`src/crf_regs.vh`:
```
// constants for the command ring host controller
// What this block does
// - host programs start, length, head and tail before setting valid
// - host clears valid on disable only after polling head equal to tail; init writes it clear without polling
// - host places the ring on a 4KB aligned start address
// - device never clears head on enable, so host writes head first
// - host advances tail in qwords, padding last qword with a no-op
// - tail below previous tail means wrap; keep one qword free
// - host lets a wrap fall only between whole commands
// - host writes commands, pads, and only then writes tail
// - head must not exceed tail when both share a cache line
// - host reads tail first, owns ring if claim was clear, releases by tail write
`ifndef CRF_REGS_VH
`define CRF_REGS_VH
// device ring registers, byte addresses
`define CRF_DEV_TAIL 8'h00
`define CRF_DEV_HEAD 8'h04
`define CRF_DEV_START 8'h08
`define CRF_DEV_CTL 8'h0c
`define CRF_DEV_MODE 8'h10
// device field positions
`define CRF_CLAIM_BIT 0
`define CRF_VALID_BIT 0
`define CRF_RPT_LO 1
`define CRF_LEN_LO 12
`define CRF_HEAD_LO 2
`define CRF_WRAP_LO 21
`define CRF_MUTEX_BIT 0
// own wishbone registers, byte addresses
`define CRF_WB_CTRL 8'h00
`define CRF_WB_START 8'h04
`define CRF_WB_PAGES 8'h08
`define CRF_WB_CMD 8'h0c
`define CRF_WB_STATUS 8'h10
`define CRF_WB_HEAD 8'h14
// operation codes in ctrl[2:0]
`define CRF_OP_INIT 3'h1
`define CRF_OP_ENABLE 3'h2
`define CRF_OP_DISABLE 3'h3
`define CRF_OP_ACQUIRE 3'h4
`define CRF_OP_SUBMIT 3'h5
`define CRF_OP_CMD 3'h6
// no-op command used for qword padding
`define CRF_NOOP_CMD 32'h0000_0000
`define CRF_PAGE_DW_SHIFT 10
`endif

```
`src/crf_host_ctrl.v`:
```
// host controller feeding commands into a device command ring
//
// Local design decisions: the register addresses and the Wishbone slave port.
`include "crf_regs.vh"
module crf_host_ctrl #(
    parameter OFF_W = 20
) (
    // clock and reset
    input wire ref_clk_i,
    input wire srst_i,
    // wishbone slave
    input wire wb_cyc_i,
    input wire wb_stb_i,
    input wire wb_we_i,
    input wire [7:0] wb_adr_i,
    input wire [3:0] wb_sel_i,
    input wire [31:0] wb_dat_i,
    output reg [31:0] wb_dat_o,
    output reg wb_ack_o,
    // device register access
    output reg dev_req_o,
    output reg dev_we_o,
    output reg [7:0] dev_addr_o,
    output reg [31:0] dev_wdata_o,
    input wire [31:0] dev_rdata_i,
    input wire dev_ack_i,
    // ring memory write port
    output reg mem_req_o,
    output reg [31:0] mem_addr_o,
    output reg [31:0] mem_wdata_o,
    input wire mem_ack_i
);
    localparam S_IDLE = 4'b0001;
    localparam S_NEXT = 4'b0010;
    localparam S_DEV = 4'b0100;
    localparam S_MEM = 4'b1000;

    reg [3:0] state_reg;
    reg [2:0] op_reg;
    reg [1:0] step_reg;
    reg [31:0] start_reg;
    reg [9:0] pages_reg;
    reg [1:0] rpt_mode_reg;
    reg mutex_en_reg;
    reg valid_reg;
    reg owned_reg;
    reg stall_reg;
    reg cmd_done_reg;
    reg [31:0] cmd_data_reg;
    reg [31:0] rd_reg;
    reg [OFF_W-1:0] tail_dw_reg;
    reg [OFF_W-1:0] tail_sub_reg;
    reg [OFF_W-1:0] head_dw_reg;
    reg [10:0] wrap_reg;

    wire wb_hit = wb_cyc_i & wb_stb_i & ~wb_ack_o;
    wire wb_wr = wb_hit & wb_we_i & (&wb_sel_i);
    wire is_cmd = (wb_adr_i == `CRF_WB_CMD);
    wire idle = state_reg[0];
    // ring length in dwords from 4KB pages
    wire [OFF_W-1:0] len_dw = {pages_reg, {`CRF_PAGE_DW_SHIFT{1'b0}}};
    // wrap tail back to the ring start
    wire [OFF_W-1:0] tail_inc = tail_dw_reg + {{(OFF_W-1){1'b0}}, 1'b1};
    // each cmd dword is whole, so a wrap lands between commands
    wire [OFF_W-1:0] tail_nxt = (tail_inc == len_dw) ? {OFF_W{1'b0}} : tail_inc;
    // occupancy, counting a wrapped tail as ahead of head
    wire [OFF_W-1:0] used_dw = (tail_dw_reg >= head_dw_reg) ? (tail_dw_reg - head_dw_reg)
                                                            : (tail_dw_reg + len_dw - head_dw_reg);
    // always leave one qword free so full never looks empty
    // tail never laps head, so head never passes it
    wire room = ((used_dw + {{(OFF_W-3){1'b0}}, 3'h4}) <= len_dw);
    // length field holds pages minus one, at most 511
    wire [9:0] pages_m1 = pages_reg - 10'h001;
    // control word carries every field whatever valid is
    wire [31:0] ctl_word = {11'h000, pages_m1[8:0], 9'h000, rpt_mode_reg, valid_reg};

    // wishbone register side and read mux
    always @(posedge ref_clk_i) begin
        if (srst_i) begin
            wb_ack_o <= 1'b0;
            wb_dat_o <= 32'h0000_0000;
        end else begin
            // cmd writes hold ack until the dword has landed
            // partial-select cmd writes are acked at once and dropped
            wb_ack_o <= wb_hit & (~(is_cmd & wb_wr) | cmd_done_reg);
            case (wb_adr_i)
                `CRF_WB_CTRL: wb_dat_o <= {26'h0, mutex_en_reg, rpt_mode_reg, 3'h0};
                `CRF_WB_START: wb_dat_o <= start_reg;
                `CRF_WB_PAGES: wb_dat_o <= {22'h0, pages_reg};
                `CRF_WB_STATUS: wb_dat_o <= {27'h0, stall_reg, (tail_sub_reg == head_dw_reg),
                                             owned_reg, valid_reg, ~idle};
                `CRF_WB_HEAD: wb_dat_o <= {wrap_reg, head_dw_reg[18:0], 2'h0};
                default: wb_dat_o <= 32'h0000_0000;
            endcase
        end
    end

    // sequencer
    always @(posedge ref_clk_i) begin
        if (srst_i) begin
            state_reg <= S_IDLE;
            op_reg <= 3'h0;
            step_reg <= 2'h0;
            start_reg <= 32'h0000_0000;
            pages_reg <= 10'h001;
            rpt_mode_reg <= 2'h0;
            mutex_en_reg <= 1'b0;
            valid_reg <= 1'b0;
            owned_reg <= 1'b0;
            stall_reg <= 1'b0;
            cmd_done_reg <= 1'b0;
            cmd_data_reg <= 32'h0000_0000;
            rd_reg <= 32'h0000_0000;
            tail_dw_reg <= {OFF_W{1'b0}};
            tail_sub_reg <= {OFF_W{1'b0}};
            head_dw_reg <= {OFF_W{1'b0}};
            wrap_reg <= 11'h000;
            dev_req_o <= 1'b0;
            dev_we_o <= 1'b0;
            dev_addr_o <= 8'h00;
            dev_wdata_o <= 32'h0000_0000;
            mem_req_o <= 1'b0;
            mem_addr_o <= 32'h0000_0000;
            mem_wdata_o <= 32'h0000_0000;
        end else begin
            cmd_done_reg <= 1'b0;
            case (state_reg)
                S_IDLE: begin
                    if (wb_wr & ~cmd_done_reg) begin
                        case (wb_adr_i)
                            `CRF_WB_CTRL: begin
                                rpt_mode_reg <= wb_dat_i[4:3];
                                mutex_en_reg <= wb_dat_i[5];
                                if (wb_dat_i[2:0] != 3'h0) begin
                                    op_reg <= wb_dat_i[2:0];
                                    step_reg <= 2'h0;
                                    state_reg <= S_NEXT;
                                end
                            end
                            // low 12 bits forced so start stays page aligned
                            `CRF_WB_START: start_reg <= {wb_dat_i[31:12], 12'h000};
                            `CRF_WB_PAGES: pages_reg <= (wb_dat_i[9:0] == 10'h000) ? 10'h001 :
                                                       (wb_dat_i[9] ? 10'h200 : wb_dat_i[9:0]);
                            `CRF_WB_CMD: begin
                                cmd_data_reg <= wb_dat_i;
                                op_reg <= `CRF_OP_CMD;
                                step_reg <= 2'h0;
                                state_reg <= S_NEXT;
                            end
                            default: state_reg <= S_IDLE;
                        endcase
                    end
                end
                S_NEXT: begin
                    state_reg <= S_DEV;
                    step_reg <= step_reg + 2'h1;
                    dev_req_o <= 1'b1;
                    dev_we_o <= 1'b1;
                    case (op_reg)
                        `CRF_OP_INIT: begin
                            // every field programmed with valid held clear
                            valid_reg <= 1'b0;
                            tail_dw_reg <= {OFF_W{1'b0}};
                            tail_sub_reg <= {OFF_W{1'b0}};
                            head_dw_reg <= {OFF_W{1'b0}};
                            case (step_reg)
                                2'h0: begin
                                    dev_addr_o <= `CRF_DEV_MODE;
                                    dev_wdata_o <= {31'h0, mutex_en_reg};
                                end
                                2'h1: begin
                                    dev_addr_o <= `CRF_DEV_CTL;
                                    dev_wdata_o <= {ctl_word[31:1], 1'b0};
                                end
                                2'h2: begin
                                    dev_addr_o <= `CRF_DEV_START;
                                    dev_wdata_o <= start_reg;
                                end
                                default: begin
                                    // head written explicitly, tail follows at zero
                                    dev_addr_o <= `CRF_DEV_HEAD;
                                    dev_wdata_o <= 32'h0000_0000;
                                    op_reg <= `CRF_OP_SUBMIT;
                                    step_reg <= 2'h1;
                                end
                            endcase
                        end
                        `CRF_OP_ENABLE: begin
                            // enable whatever head and tail already hold
                            valid_reg <= 1'b1;
                            dev_addr_o <= `CRF_DEV_CTL;
                            dev_wdata_o <= {ctl_word[31:1], 1'b1};
                            op_reg <= 3'h0;
                        end
                        `CRF_OP_DISABLE, `CRF_OP_CMD: begin
                            if (step_reg == 2'h0) begin
                                dev_we_o <= 1'b0;
                                dev_addr_o <= `CRF_DEV_HEAD;
                            end else if (op_reg == `CRF_OP_DISABLE) begin
                                // disable only once head has caught tail
                                if (head_dw_reg == tail_sub_reg) begin
                                    valid_reg <= 1'b0;
                                    dev_addr_o <= `CRF_DEV_CTL;
                                    dev_wdata_o <= {ctl_word[31:1], 1'b0};
                                    op_reg <= 3'h0;
                                end else begin
                                    dev_we_o <= 1'b0;
                                    dev_addr_o <= `CRF_DEV_HEAD;
                                    step_reg <= 2'h1;
                                end
                            end else if (room) begin
                                // command dword goes to memory before any tail write
                                dev_req_o <= 1'b0;
                                mem_req_o <= 1'b1;
                                mem_addr_o <= start_reg + {10'h000, tail_dw_reg, 2'h0};
                                mem_wdata_o <= cmd_data_reg;
                                tail_dw_reg <= tail_nxt;
                                stall_reg <= 1'b0;
                                op_reg <= 3'h0;
                                state_reg <= S_MEM;
                            end else begin
                                // no room: keep polling head, bus stays stalled
                                stall_reg <= 1'b1;
                                dev_we_o <= 1'b0;
                                dev_addr_o <= `CRF_DEV_HEAD;
                                step_reg <= 2'h1;
                            end
                        end
                        `CRF_OP_ACQUIRE: begin
                            if (step_reg == 2'h0) begin
                                // claim attempt is a plain tail read
                                dev_we_o <= 1'b0;
                                dev_addr_o <= `CRF_DEV_TAIL;
                            end else begin
                                // claim reads zero when mutex is off
                                owned_reg <= ~rd_reg[`CRF_CLAIM_BIT] & mutex_en_reg;
                                dev_req_o <= 1'b0;
                                dev_we_o <= 1'b0;
                                state_reg <= S_IDLE;
                            end
                        end
                        `CRF_OP_SUBMIT: begin
                            if ((step_reg == 2'h0) && tail_dw_reg[0]) begin
                                // pad odd dword with a no-op to finish the qword
                                dev_req_o <= 1'b0;
                                mem_req_o <= 1'b1;
                                mem_addr_o <= start_reg + {10'h000, tail_dw_reg, 2'h0};
                                mem_wdata_o <= `CRF_NOOP_CMD;
                                tail_dw_reg <= tail_nxt;
                                state_reg <= S_MEM;
                            end else begin
                                // a wrapped tail is simply a lower value
                                // the tail write also drops our claim
                                dev_addr_o <= `CRF_DEV_TAIL;
                                dev_wdata_o <= {11'h000, tail_dw_reg[18:0], 2'h0};
                                tail_sub_reg <= tail_dw_reg;
                                owned_reg <= 1'b0;
                                op_reg <= 3'h0;
                            end
                        end
                        default: begin
                            dev_req_o <= 1'b0;
                            dev_we_o <= 1'b0;
                            state_reg <= S_IDLE;
                        end
                    endcase
                end
                S_DEV: begin
                    if (dev_ack_i) begin
                        dev_req_o <= 1'b0;
                        rd_reg <= dev_rdata_i;
                        if (~dev_we_o && (dev_addr_o == `CRF_DEV_HEAD)) begin
                            // keep device head and wrap count for software
                            head_dw_reg <= {1'b0, dev_rdata_i[`CRF_WRAP_LO-1:`CRF_HEAD_LO]};
                            wrap_reg <= dev_rdata_i[31:`CRF_WRAP_LO];
                        end
                        state_reg <= (op_reg == 3'h0) ? S_IDLE : S_NEXT;
                    end
                end
                S_MEM: begin
                    if (mem_ack_i) begin
                        mem_req_o <= 1'b0;
                        cmd_done_reg <= (op_reg == 3'h0);
                        state_reg <= (op_reg == 3'h0) ? S_IDLE : S_NEXT;
                    end
                end
                default: state_reg <= S_IDLE;
            endcase
        end
    end
endmodule // crf_host_ctrl

```
`config.mk`:
```
export PLATFORM = sky130hd
export DESIGN_NAME = crf_host_ctrl
export DESIGN_NICKNAME = d
export VERILOG_FILES = /design/src/crf_host_ctrl.v
export VERILOG_INCLUDE_DIRS = /design/src
export SDC_FILE = /design/constraint.sdc
export NUM_CORES = 1
export LEC_CHECK = 0
export ABC_CLOCK_PERIOD_IN_PS = 8400
export BUFFER_PORTS_ARGS = -buffer_cell sky130_fd_sc_hd__buf_2
export CORE_UTILIZATION = 58
export CTS_CLUSTER_SIZE = 24
export DETAILED_ROUTE_END_ITERATION = 10
export GPL_TIMING_DRIVEN = 0
export PLACE_DENSITY = 0.8
export REMOVE_ABC_BUFFERS = 1
export SETUP_SLACK_MARGIN = 0.2
export SYNTH_ARGS = -nofsm -noshare
export SYNTH_HDL_FRONTEND = slang
export SYNTH_SLANG_ARGS = --single-unit
```
`constraint.sdc`:
```
create_clock -name ref_clk_i -period 8.4 [get_ports ref_clk_i]
set_input_delay 1.26 -clock ref_clk_i [delete_from_list [all_inputs] [get_ports ref_clk_i]]
set_output_delay 1.26 -clock ref_clk_i [all_outputs]
set_load 0.02 [all_outputs]
```
# == Word-level counts from Yosys, hierarchy flattened ==
# Index checks and enable logic that the tools add are counted.
# op_classes
reduce_logical,44
n_addsub,8
bitwise,19
magnitude_cmp,2
n_mux,101
eq_ne,49
# op_table
op,n
32-bit two-way mux,12
20-bit two-way mux,10
32-bit case mux with 5 select lines,1
32-bit case mux with 2 select lines,2
32-bit case mux with 4 select lines,1
32-bit case mux with 3 select lines,1
20-bit case mux with 2 select lines,2
20-bit == test,3
20-bit case mux with 3 select lines,1
8-bit two-way mux,5
8-bit case mux with 5 select lines,1
20-bit subtractor,2
4-bit two-way mux,9
32-bit by 22-bit adder with 32-bit output,1
4-bit case mux with 4 select lines,2
"2-bit != test, second input constant",14
3-bit two-way mux,9
"3-bit != test, second input constant",7
"20-bit by 1-bit adder with 20-bit output, second input constant",1
20-bit adder,1
"20-bit by 3-bit adder with 20-bit output, second input constant",1
20-bit >= comparator,1
20-bit less-or-equal comparator,1
1-bit two-way mux,20
other kinds (49),115
# word_totals
inputBits,83
ff_bits,290
word_cells,249

# == Longest topological paths before layout ==
# Gate-level depths: netlist of run 1.
# logic_depth
depth_word,10
mapped_depth,27

# == Worst setup path after synthesis of run 1 ==
# Ideal clock, no wire load.
# synth_path
kind,flip-flop to flip-flop
start,register tail_dw_reg[10]
end,register tail_dw_reg[19]
setup_ns,0.070
n_path_buf,3
stages_incl_launch_ff,27
synth_period_minus_slack_ns,6.159
t_arrival_ns,6.089
path_slack_ns,2.241
cell_sequence,dfxtp_1 -> clkbuf_1 -> inv_1 -> fa_1 -> inv_1 -> ha_1 -> buf_2 -> o21ai_1 -> a211oi_1 -> a211oi_1 -> o211ai_1 -> or3_1 -> nor4b_2 -> o2111ai_2 -> nor4_2 -> xnor2_1 -> xnor2_1 -> ha_1 -> nand4_1 -> nor3_1 -> a2111oi_0 -> o21ai_1 -> a21oi_2 -> o211ai_2 -> clkbuf_1 -> or3_1 -> a21oi_1
# synth_via
elab_chain_cells,7
# synth_lines
item,line_no,text
"start, declared",crf_host_ctrl.v:51,reg [OFF_W-1:0] tail_dw_reg;
"start signal, assigned",crf_host_ctrl.v:114,tail_dw_reg <= {OFF_W{1'b0}};
"start signal, assigned",crf_host_ctrl.v:163,tail_dw_reg <= {OFF_W{1'b0}};
"start signal, assigned",crf_host_ctrl.v:217,tail_dw_reg <= tail_nxt;
20-bit adder or 20-bit by 1-bit adder with 20-bit output (tied branches),"crf_host_ctrl.v:68, crf_host_ctrl.v:63",
20-bit subtractor or 20-bit == test (tied branches),"crf_host_ctrl.v:68, crf_host_ctrl.v:65",
"20-bit two-way mux, on equally long branches","crf_host_ctrl.v:67, crf_host_ctrl.v:65",
20-bit by 3-bit adder with 20-bit output or 20-bit two-way mux (tied branches),"crf_host_ctrl.v:71, crf_host_ctrl.v:211",
20-bit less-or-equal comparator or 20-bit two-way mux (tied branches),"crf_host_ctrl.v:71, crf_host_ctrl.v:199",
2-bit != test (no source line) or 20-bit two-way mux (tied branches),--,
6-bit AND reduction (no source line) or 20-bit case mux with 3 select lines (tied branches),--,
# Parallel ways exist; a longest one is shown, timed or not. The select of a mux whose other input is x is not followed.
# A chain may end at the register's enable or synchronous reset.

# == Worst setup path in the final report of run 1 ==
# layout_path
start,register pages_reg[2]
end,register tail_dw_reg[6]
# layout_via
elab_chain_cells,7
# layout_lines
item,line_no,text
"start, declared",crf_host_ctrl.v:42,reg [9:0] pages_reg;
"start signal, assigned",crf_host_ctrl.v:142,`CRF_WB_PAGES: pages_reg <= (wb_dat_i[9:0] == 10'h000) ? 10'h001 :
20-bit adder,crf_host_ctrl.v:68,: (tail_dw_reg + len_dw - head_dw_reg);
20-bit subtractor,crf_host_ctrl.v:68,
20-bit two-way mux,crf_host_ctrl.v:67,wire [OFF_W-1:0] used_dw = (tail_dw_reg >= head_dw_reg) ? (tail_dw_reg - head_dw_reg)
20-bit by 3-bit adder with 20-bit output,crf_host_ctrl.v:71,"wire room = ((used_dw + {{(OFF_W-3){1'b0}}, 3'h4}) <= len_dw);"
20-bit less-or-equal comparator,crf_host_ctrl.v:71,
2-bit != test (no source line),--,
6-bit AND reduction (no source line),--,
# Parallel ways exist; a longest one is shown, timed or not. The select of a mux whose other input is x is not followed.

==> results.json, run 1 <==
{
  "multiInputGateArea_mm2": 0.00919,
  "cts-root-buf": "clkbuf_16",
  "fin_cells": 2505,
  "drv_cap": 0,
  "grt_pass1_vias": 14400,
  "crit_arrival_ps": 8310,
  "pwr-share-comb": 0.024,
  "p_int_uw": 2160,
  "first_pass_iters": 9,
  "power.density_mw_per_mm2": 154,
  "portBuffers": 214,
  "finalHoldViolCount": 0,
  "crit_type": "flip-flop to flip-flop",
  "fin_tns_setup_ps": 0,
  "ys.flop_type": "dfxtp_1",
  "grt_pass1_wl_mm": 78.0,
  "clock_sinks": 282,
  "clk_pin_slew_ps": 70,
  "drive_above_1_share": 0.147,
  "finalSetupViolCount": 0,
  "finalMaxSlewViolations": 0,
  "power_uw": 2760,
  "clkPwrFrac": 0.490,
  "grt_usage": 0.352,
  "slew-limit-headroom": 0.143,
  "cts_tree": "yes",
  "ys_seq_area_frac": 0.361,
  "postLayoutCoreUtil": 0.682,
  "worst_setup_path_start_kind": "flip-flop",
  "antenna_found_initial": 6,
  "synth_area_leader_cell": "dfxtp_1",
  "viasPerCell": 6.24,
  "start_util": 0.595,
  "rsz0062_at_grt": "false",
  "dp_slack_ps": 642,
  "yosysUniqueCellTypes": 87,
  "worst_pin_slew_ps": 1270,
  "rows": 59,
  "htreeDepth": 1,
  "yosysMostFrequentCell": "nand2_1",
  "cts-resized-gates": 0,
  "dpl.cell_count": 2445,
  "ioPinCount": 223,
  "numCtsBuffers": 29,
  "synth_common_cells": "331 x nand2_1, 282 x dfxtp_1, 254 x a21oi_1, 150 x nor2_1, 117 x nand3_1",
  "nNetsFinal": 2309,
  "vias": 15600,
  "syn_inst": 2001,
  "worst-path-max-fanout": 19,
  "period_needed_ps": 7810,
  "synth_top_area_share": 0.361,
  "ctsLongestPathBuffers": 3,
  "drt_wl_total_mm": 50.0,
  "avgRoutedWirePerCell_um": 20.0,
  "synth_area_leaders": "dfxtp_1 36%, a21oi_1 8.1%, nand2_1 7.9%",
  "fillers": 2260,
  "layout_setup_ws_ps": 586,
  "hold_buffers": 0,
  "core_area_mm2": 0.0263,
  "synth_edf_count": 0,
  "yosys_warnings": 0,
  "overflow": 0,
  "status": "finished, violations left",
  "syn_area_mm2": 0.0156,
  "dieHeight_um": 166,
  "fmax_ghz": 0.128,
  "place_hpwl_mm": 36.0,
  "min_path_type": "flip-flop to flip-flop",
  "ys_seq_elements": 282,
  "seqPwrFrac": 0.486,
  "p_leak_uw": 0.00709,
  "cp-end-kind": "flip-flop",
  "syn_area_per_cell_um2": 7.81,
  "insertion_delay_ps": 570,
  "switching_share": 0.220,
  "skew_ps": 15.7,
  "drtIter0Drc": 1704,
  "period_share": 0.930,
  "seq_area_mm2": 0.00565,
  "die_x_um": 166,
  "place_congestion": 0.950,
  "ir_drop_mv": 0.206,
  "route.detailed.drc": 2,
  "required_ps": 8900,
  "grt_max_degree": 155,
  "ant_nets": 0,
  "die_area_mm2": 0.0276,
  "syn_to_final_growth_pct": 14.7,
  "post_cts_buffers": 0,
  "switching_power_uw": 608,
  "async_flop_share": 0,
  "violations": "design-rule violations"
}
## final timing paths
check / start / endpoint / slack (ps) / cells after the start
worst min register to register: mem_wdata_o[18]$_SDFFE_PP0P_ / mem_wdata_o[18]$_SDFFE_PP0P_ / 450 / 2
worst max-delay path: pages_reg[2]$_SDFFE_PP0P_ / tail_dw_reg[6]$_SDFFE_PP0P_ / 590 / 23
worst min-delay path: mem_wdata_o[18]$_SDFFE_PP0P_ / mem_wdata_o[18]$_SDFFE_PP0P_ / 450 / 2
worst max register to register: pages_reg[2]$_SDFFE_PP0P_ / tail_dw_reg[6]$_SDFFE_PP0P_ / 590 / 23
## kinds of logic (layout without fill, tap and decap cells)
| family | count (synthesis) | after routing | share of synthesized area |
|---|---|---|---|
| compound gates | 495 | 495 | 0.196 |
| flops | 282 | 282 | 0.361 |
| xor+xnor | 96 | 96 | 0.0538 |
| buf+inv | 221 | 378 | 0.0561 |
| mux | 21 | 21 | 0.0137 |
| simple gates | 801 | 801 | 0.242 |
| other cells | 1 | 13 | 0.000240 |
| fa+ha+maj | 84 | 84 | 0.0768 |
## cell usage in the layout, fill, tap and decap left out, types with 8 or more instances in the layout
master	synthesis	layout
a211oi_1	19	19
a21o_1	15	14
a21oi_1	254	253
a221oi_1	9	9
a22oi_1	29	29
a31oi_1	10	10
and2_1	11	11
and3_1	23	22
buf_2	17	213
buf_4	7	8
clkbuf_16	0	29
dfxtp_1	282	282
fa_1	20	20
ha_1	64	64
inv_1	94	94
mux2i_1	18	18
nand2_1	331	331
nand2b_1	10	10
nand3_1	117	117
nand3b_1	15	15
nand4_1	21	21
nor2_1	150	149
nor2b_1	17	17
nor3_1	23	23
nor3b_1	12	12
nor4_1	18	17
o21ai_0	64	62
or3_1	15	15
xnor2_1	62	62
xor2_1	34	34
## power groups by stage
stage / logic (µW) / registers, µW / clock network (µW)
2_1_floorplan: 15.4 / 1370 / 0
3_3_place_gp: 61.9 / 1370 / 0
3_5_place_dp: 65.0 / 1370 / 0
4_1_cts: 65.3 / 1340 / 1360
5_1_grt: 72.0 / 1340 / 1420
6_report: 66.9 / 1340 / 1350
## worst max-delay path: stages, from the launching register on
cell	delay (ps)
dfxtp_1	660
inv_1	310
fa_1	620
inv_1	50
ha_1	370
nor2_1	290
a211oi_1	100
a211oi_1	250
o211ai_1	190
or3_1	370
nor4b_2	480
o2111ai_2	260
nor4_2	400
xnor2_1	180
xnor2_1	170
ha_1	280
nand4_1	160
nor3_1	90
a2111oi_1	840
o21ai_1	200
a21oi_2	350
o211ai_2	390
or4_1	560
a21oi_1	150
## layer usage
layer / vias up / part of all wire / global-route usage / wire length, µm
li1: 7253 / - / - / -
met1: 7384 / 0.40 / 0.464 / 20200
met2: 827 / 0.46 / 0.573 / 22900
met3: 158 / 0.092 / 0.0512 / 4610
met4: 2 / 0.046 / 0.156 / 2280
met5: - / 0.00026 / 0 / 13
## final cells by class
cell class / count / share of cell area
Multi-Input combinational cell: 1504 / 0.513
Clock inverter: 16 / 0.0115
Clock buffer: 37 / 0.0444
Timing Repair Buffer: 230 / 0.0726
Antenna cell: 6 / 0.000837
Tap cell: 335 / 0.0234
Sequential cell: 282 / 0.315
Inverter: 95 / 0.0199
## metrics by stage
step                hold slack (ps)  cell area, µm²
global placement                437           16600
finish                          447           17900
floorplan                       426           15100
CTS                             449           17900
detailed placement              441           16900
global route                    466           17900
(Power assumes the default switching activity.)
==> run 2: changes to the inputs <==
- CELL_PAD_IN_SITES_DETAIL_PLACEMENT: not set -> 1
- CELL_PAD_IN_SITES_GLOBAL_PLACEMENT: not set -> 1
- CORE_UTILIZATION: 58 -> 43
==> run 2 against run 1 <==
  * The run still ends with design-rule violations left
  * Die area grew 34%
  * Critical path type unchanged
  * Flip-flop and latch count unchanged
  * Highest routed layer unchanged
  * Combinational power rose by 4.9%
  * Via count shrank 0.35%
  * Sequential share of layout area shrank 0.34 points
  * Critical endpoint unchanged
==> results.json, run 2 (synthesized netlist as in run 1, its figures left out) <==
{
  "clk_pin_slew_ps": 60,
  "rows": 69,
  "die_x_um": 193,
  "layout_common_cells": "330 x nand2_1, 282 x dfxtp_1, 253 x a21oi_1, 213 x buf_2, 149 x nor2_1",
  "cts-resized-gates": 0,
  "top_layer": "met5",
  "placed_cell_area_mm2": 0.0171,
  "worst-path-max-fanout": 19,
  "first_pass_iters": 8,
  "wl_met3_mm": 3.15,
  "rsz0062_at_grt": "false",
  "finalSetupViolCount": 0,
  "final_common_cell": "nand2_1",
  "r2r_slack_ps": 690,
  "ir_drop_mv": 0.160,
  "place_congestion": 0.920,
  "numCtsBuffers": 30,
  "met2_length_mm": 27.4,
  "start_util": 0.438,
  "grt_usage": 0.303,
  "slowest_delay_ps": 800,
  "avgRoutedWirePerCell_um": 21.8,
  "status": "finished, violations left",
  "period_share": 0.918,
  "drt_wl_total_mm": 57.4,
  "viasPerCell": 5.92,
  "crit_path_cell_trace": "ha_1 > inv_1 > fa_1 > nor2b_1 > o21ai_0 > a41oi_1 > a221oi_1 > xor2_1 > a21boi_0 > o2111ai_2 > nor4_2 > xnor2_1 > xnor2_1 > ha_1 > nand4_1 > nor3_1 > a2111oi_2 > a41oi_1 > a21oi_2 > o211ai_2 > or4_1 > a21oi_1",
  "antenna_found_initial": 9,
  "worst_pin_slew_ps": 1260,
  "grt_pass1_vias": 15800,
  "hold_buffers": 0,
  "required_ps": 8890,
  "grt_max_degree": 94,
  "fmax_ghz": 0.130,
  "worstReg2RegStart": "tail_dw_reg[4]$_SDFFE_PP0P_",
  "drive_above_1_share": 0.150,
  "reg2reg_depth": 22,
  "dieHeight_um": 193,
  "crit_arrival_ps": 8200,
  "cp-end-kind": "flip-flop",
  "clock_sinks": 282,
  "min_from": "mem_wdata_o[24]$_SDFFE_PP0P_",
  "overflow": 0,
  "cts-root-buf": "clkbuf_16",
  "skew_ps": 26.3,
  "fin_hold_ws_ps": 449,
  "crit_end": "tail_dw_reg[6]$_SDFFE_PP0P_",
  "worst_setup_path_start_kind": "flip-flop",
  "min_path_type": "flip-flop to flip-flop",
  "drt-met1-wl_mm": 24.9,
  "route.detailed.drc": 16,
  "cts_tree": "yes",
  "vias": 15600,
  "place_hpwl_mm": 42.4,
  "p_leak_uw": 0.00711,
  "syn_to_final_growth_pct": 16.0,
  "final_area_mm2": 0.0181,
  "seq_area_mm2": 0.00565,
  "timing.rr.end": "tail_dw_reg[6]$_SDFFE_PP0P_",
  "critPathLaunch": "tail_dw_reg[4]$_SDFFE_PP0P_",
  "drv_cap": 0,
  "period_needed_ps": 7710,
  "drtIter0Drc": 963,
  "die_area_mm2": 0.0371,
  "slew-limit-headroom": 0.156,
  "multiInputGateArea_mm2": 0.00921,
  "ctsLongestPathBuffers": 3,
  "portBuffers": 214,
  "finalHoldViolCount": 0,
  "violations": "design-rule violations",
  "nNetsFinal": 2309,
  "post_cts_buffers": 0,
  "fillers": 4454,
  "crit_type": "flip-flop to flip-flop",
  "power.density_mw_per_mm2": 154,
  "insertion_delay_ps": 580,
  "core_area_mm2": 0.0357,
  "worst_path_max_delay_cell": "dfxtp_1",
  "htreeDepth": 1,
  "grt_pass1_wl_mm": 87.7,
  "ant_nets": 0,
  "ioPinCount": 223,
  "finalMaxSlewViolations": 0
}
## run 2: changes by cell type in the layout (fill, tap and decap cells not counted), sizes merged
cell,change
bufinv,-1
clkinv,+3
buf,-1
## run 2: worst min-delay path by stage
stage	end	cells after the start
after floorplan	tail_sub_reg[19]$_SDFFE_PP0P_	2
after global placement	mem_wdata_o[3]$_SDFFE_PP0P_	2
after detailed placement	mem_wdata_o[24]$_SDFFE_PP0P_	2
after CTS	mem_wdata_o[24]$_SDFFE_PP0P_	2
after global routing	mem_wdata_o[24]$_SDFFE_PP0P_	2
final	mem_wdata_o[24]$_SDFFE_PP0P_	2
## run 2: cell type report
class | count | share of cell area
inverters | 95 | 0.0197
clock inverters | 18 | 0.0108
diodes | 6 | 0.000828
well taps | 461 | 0.0318
flip-flops and latches | 282 | 0.311
repair buffers | 229 | 0.0721
clock buffers | 37 | 0.0451
multi-input cells | 1504 | 0.508
## run 2: routing by layer
| layer | global-route usage | up-vias |
|---|---|---|
| li1 | - | 7255 |
| met3 | 0.0424 | 117 |
| met5 | 0 | - |
| met2 | 0.513 | 493 |
| met1 | 0.388 | 7698 |
| met4 | 0.115 | 6 |
## run 2: metrics by stage
step                setup TNS, ps  cells  power [µW]   util  worst slack, ps
floorplan                       0   1881        1390      -             1480
detailed placement              0   2571        1440  0.479              418
CTS                             0   2626        2800  0.507              321
global route                    0   2630        2860  0.508              263
finish                          0   2632        2790  0.508              686
global placement           -94310   2556        1440  0.471            -1310
## run 2: power by group
part	leakage (µW)	total [µW]	internal [µW]	switching, µW
sequential	0.00227	1340	1340	5.78
clock	0.000496	1370	786	586
combinational	0.00434	70.2	23.6	46.6
## run 2: critical path, delay by kind of cell, from the launching register on
| kind | cells | cell delay, ps |
|---|---|---|
| AO/OA/AOI/OAI | 10 | 3800 |
| AND/OR/NAND/NOR | 5 | 1340 |
| adder cells (fa/ha/maj) | 3 | 1170 |
| flip-flops | 1 | 800 |
| XOR/XNOR | 3 | 470 |
| buffers and inverters | 1 | 60 |
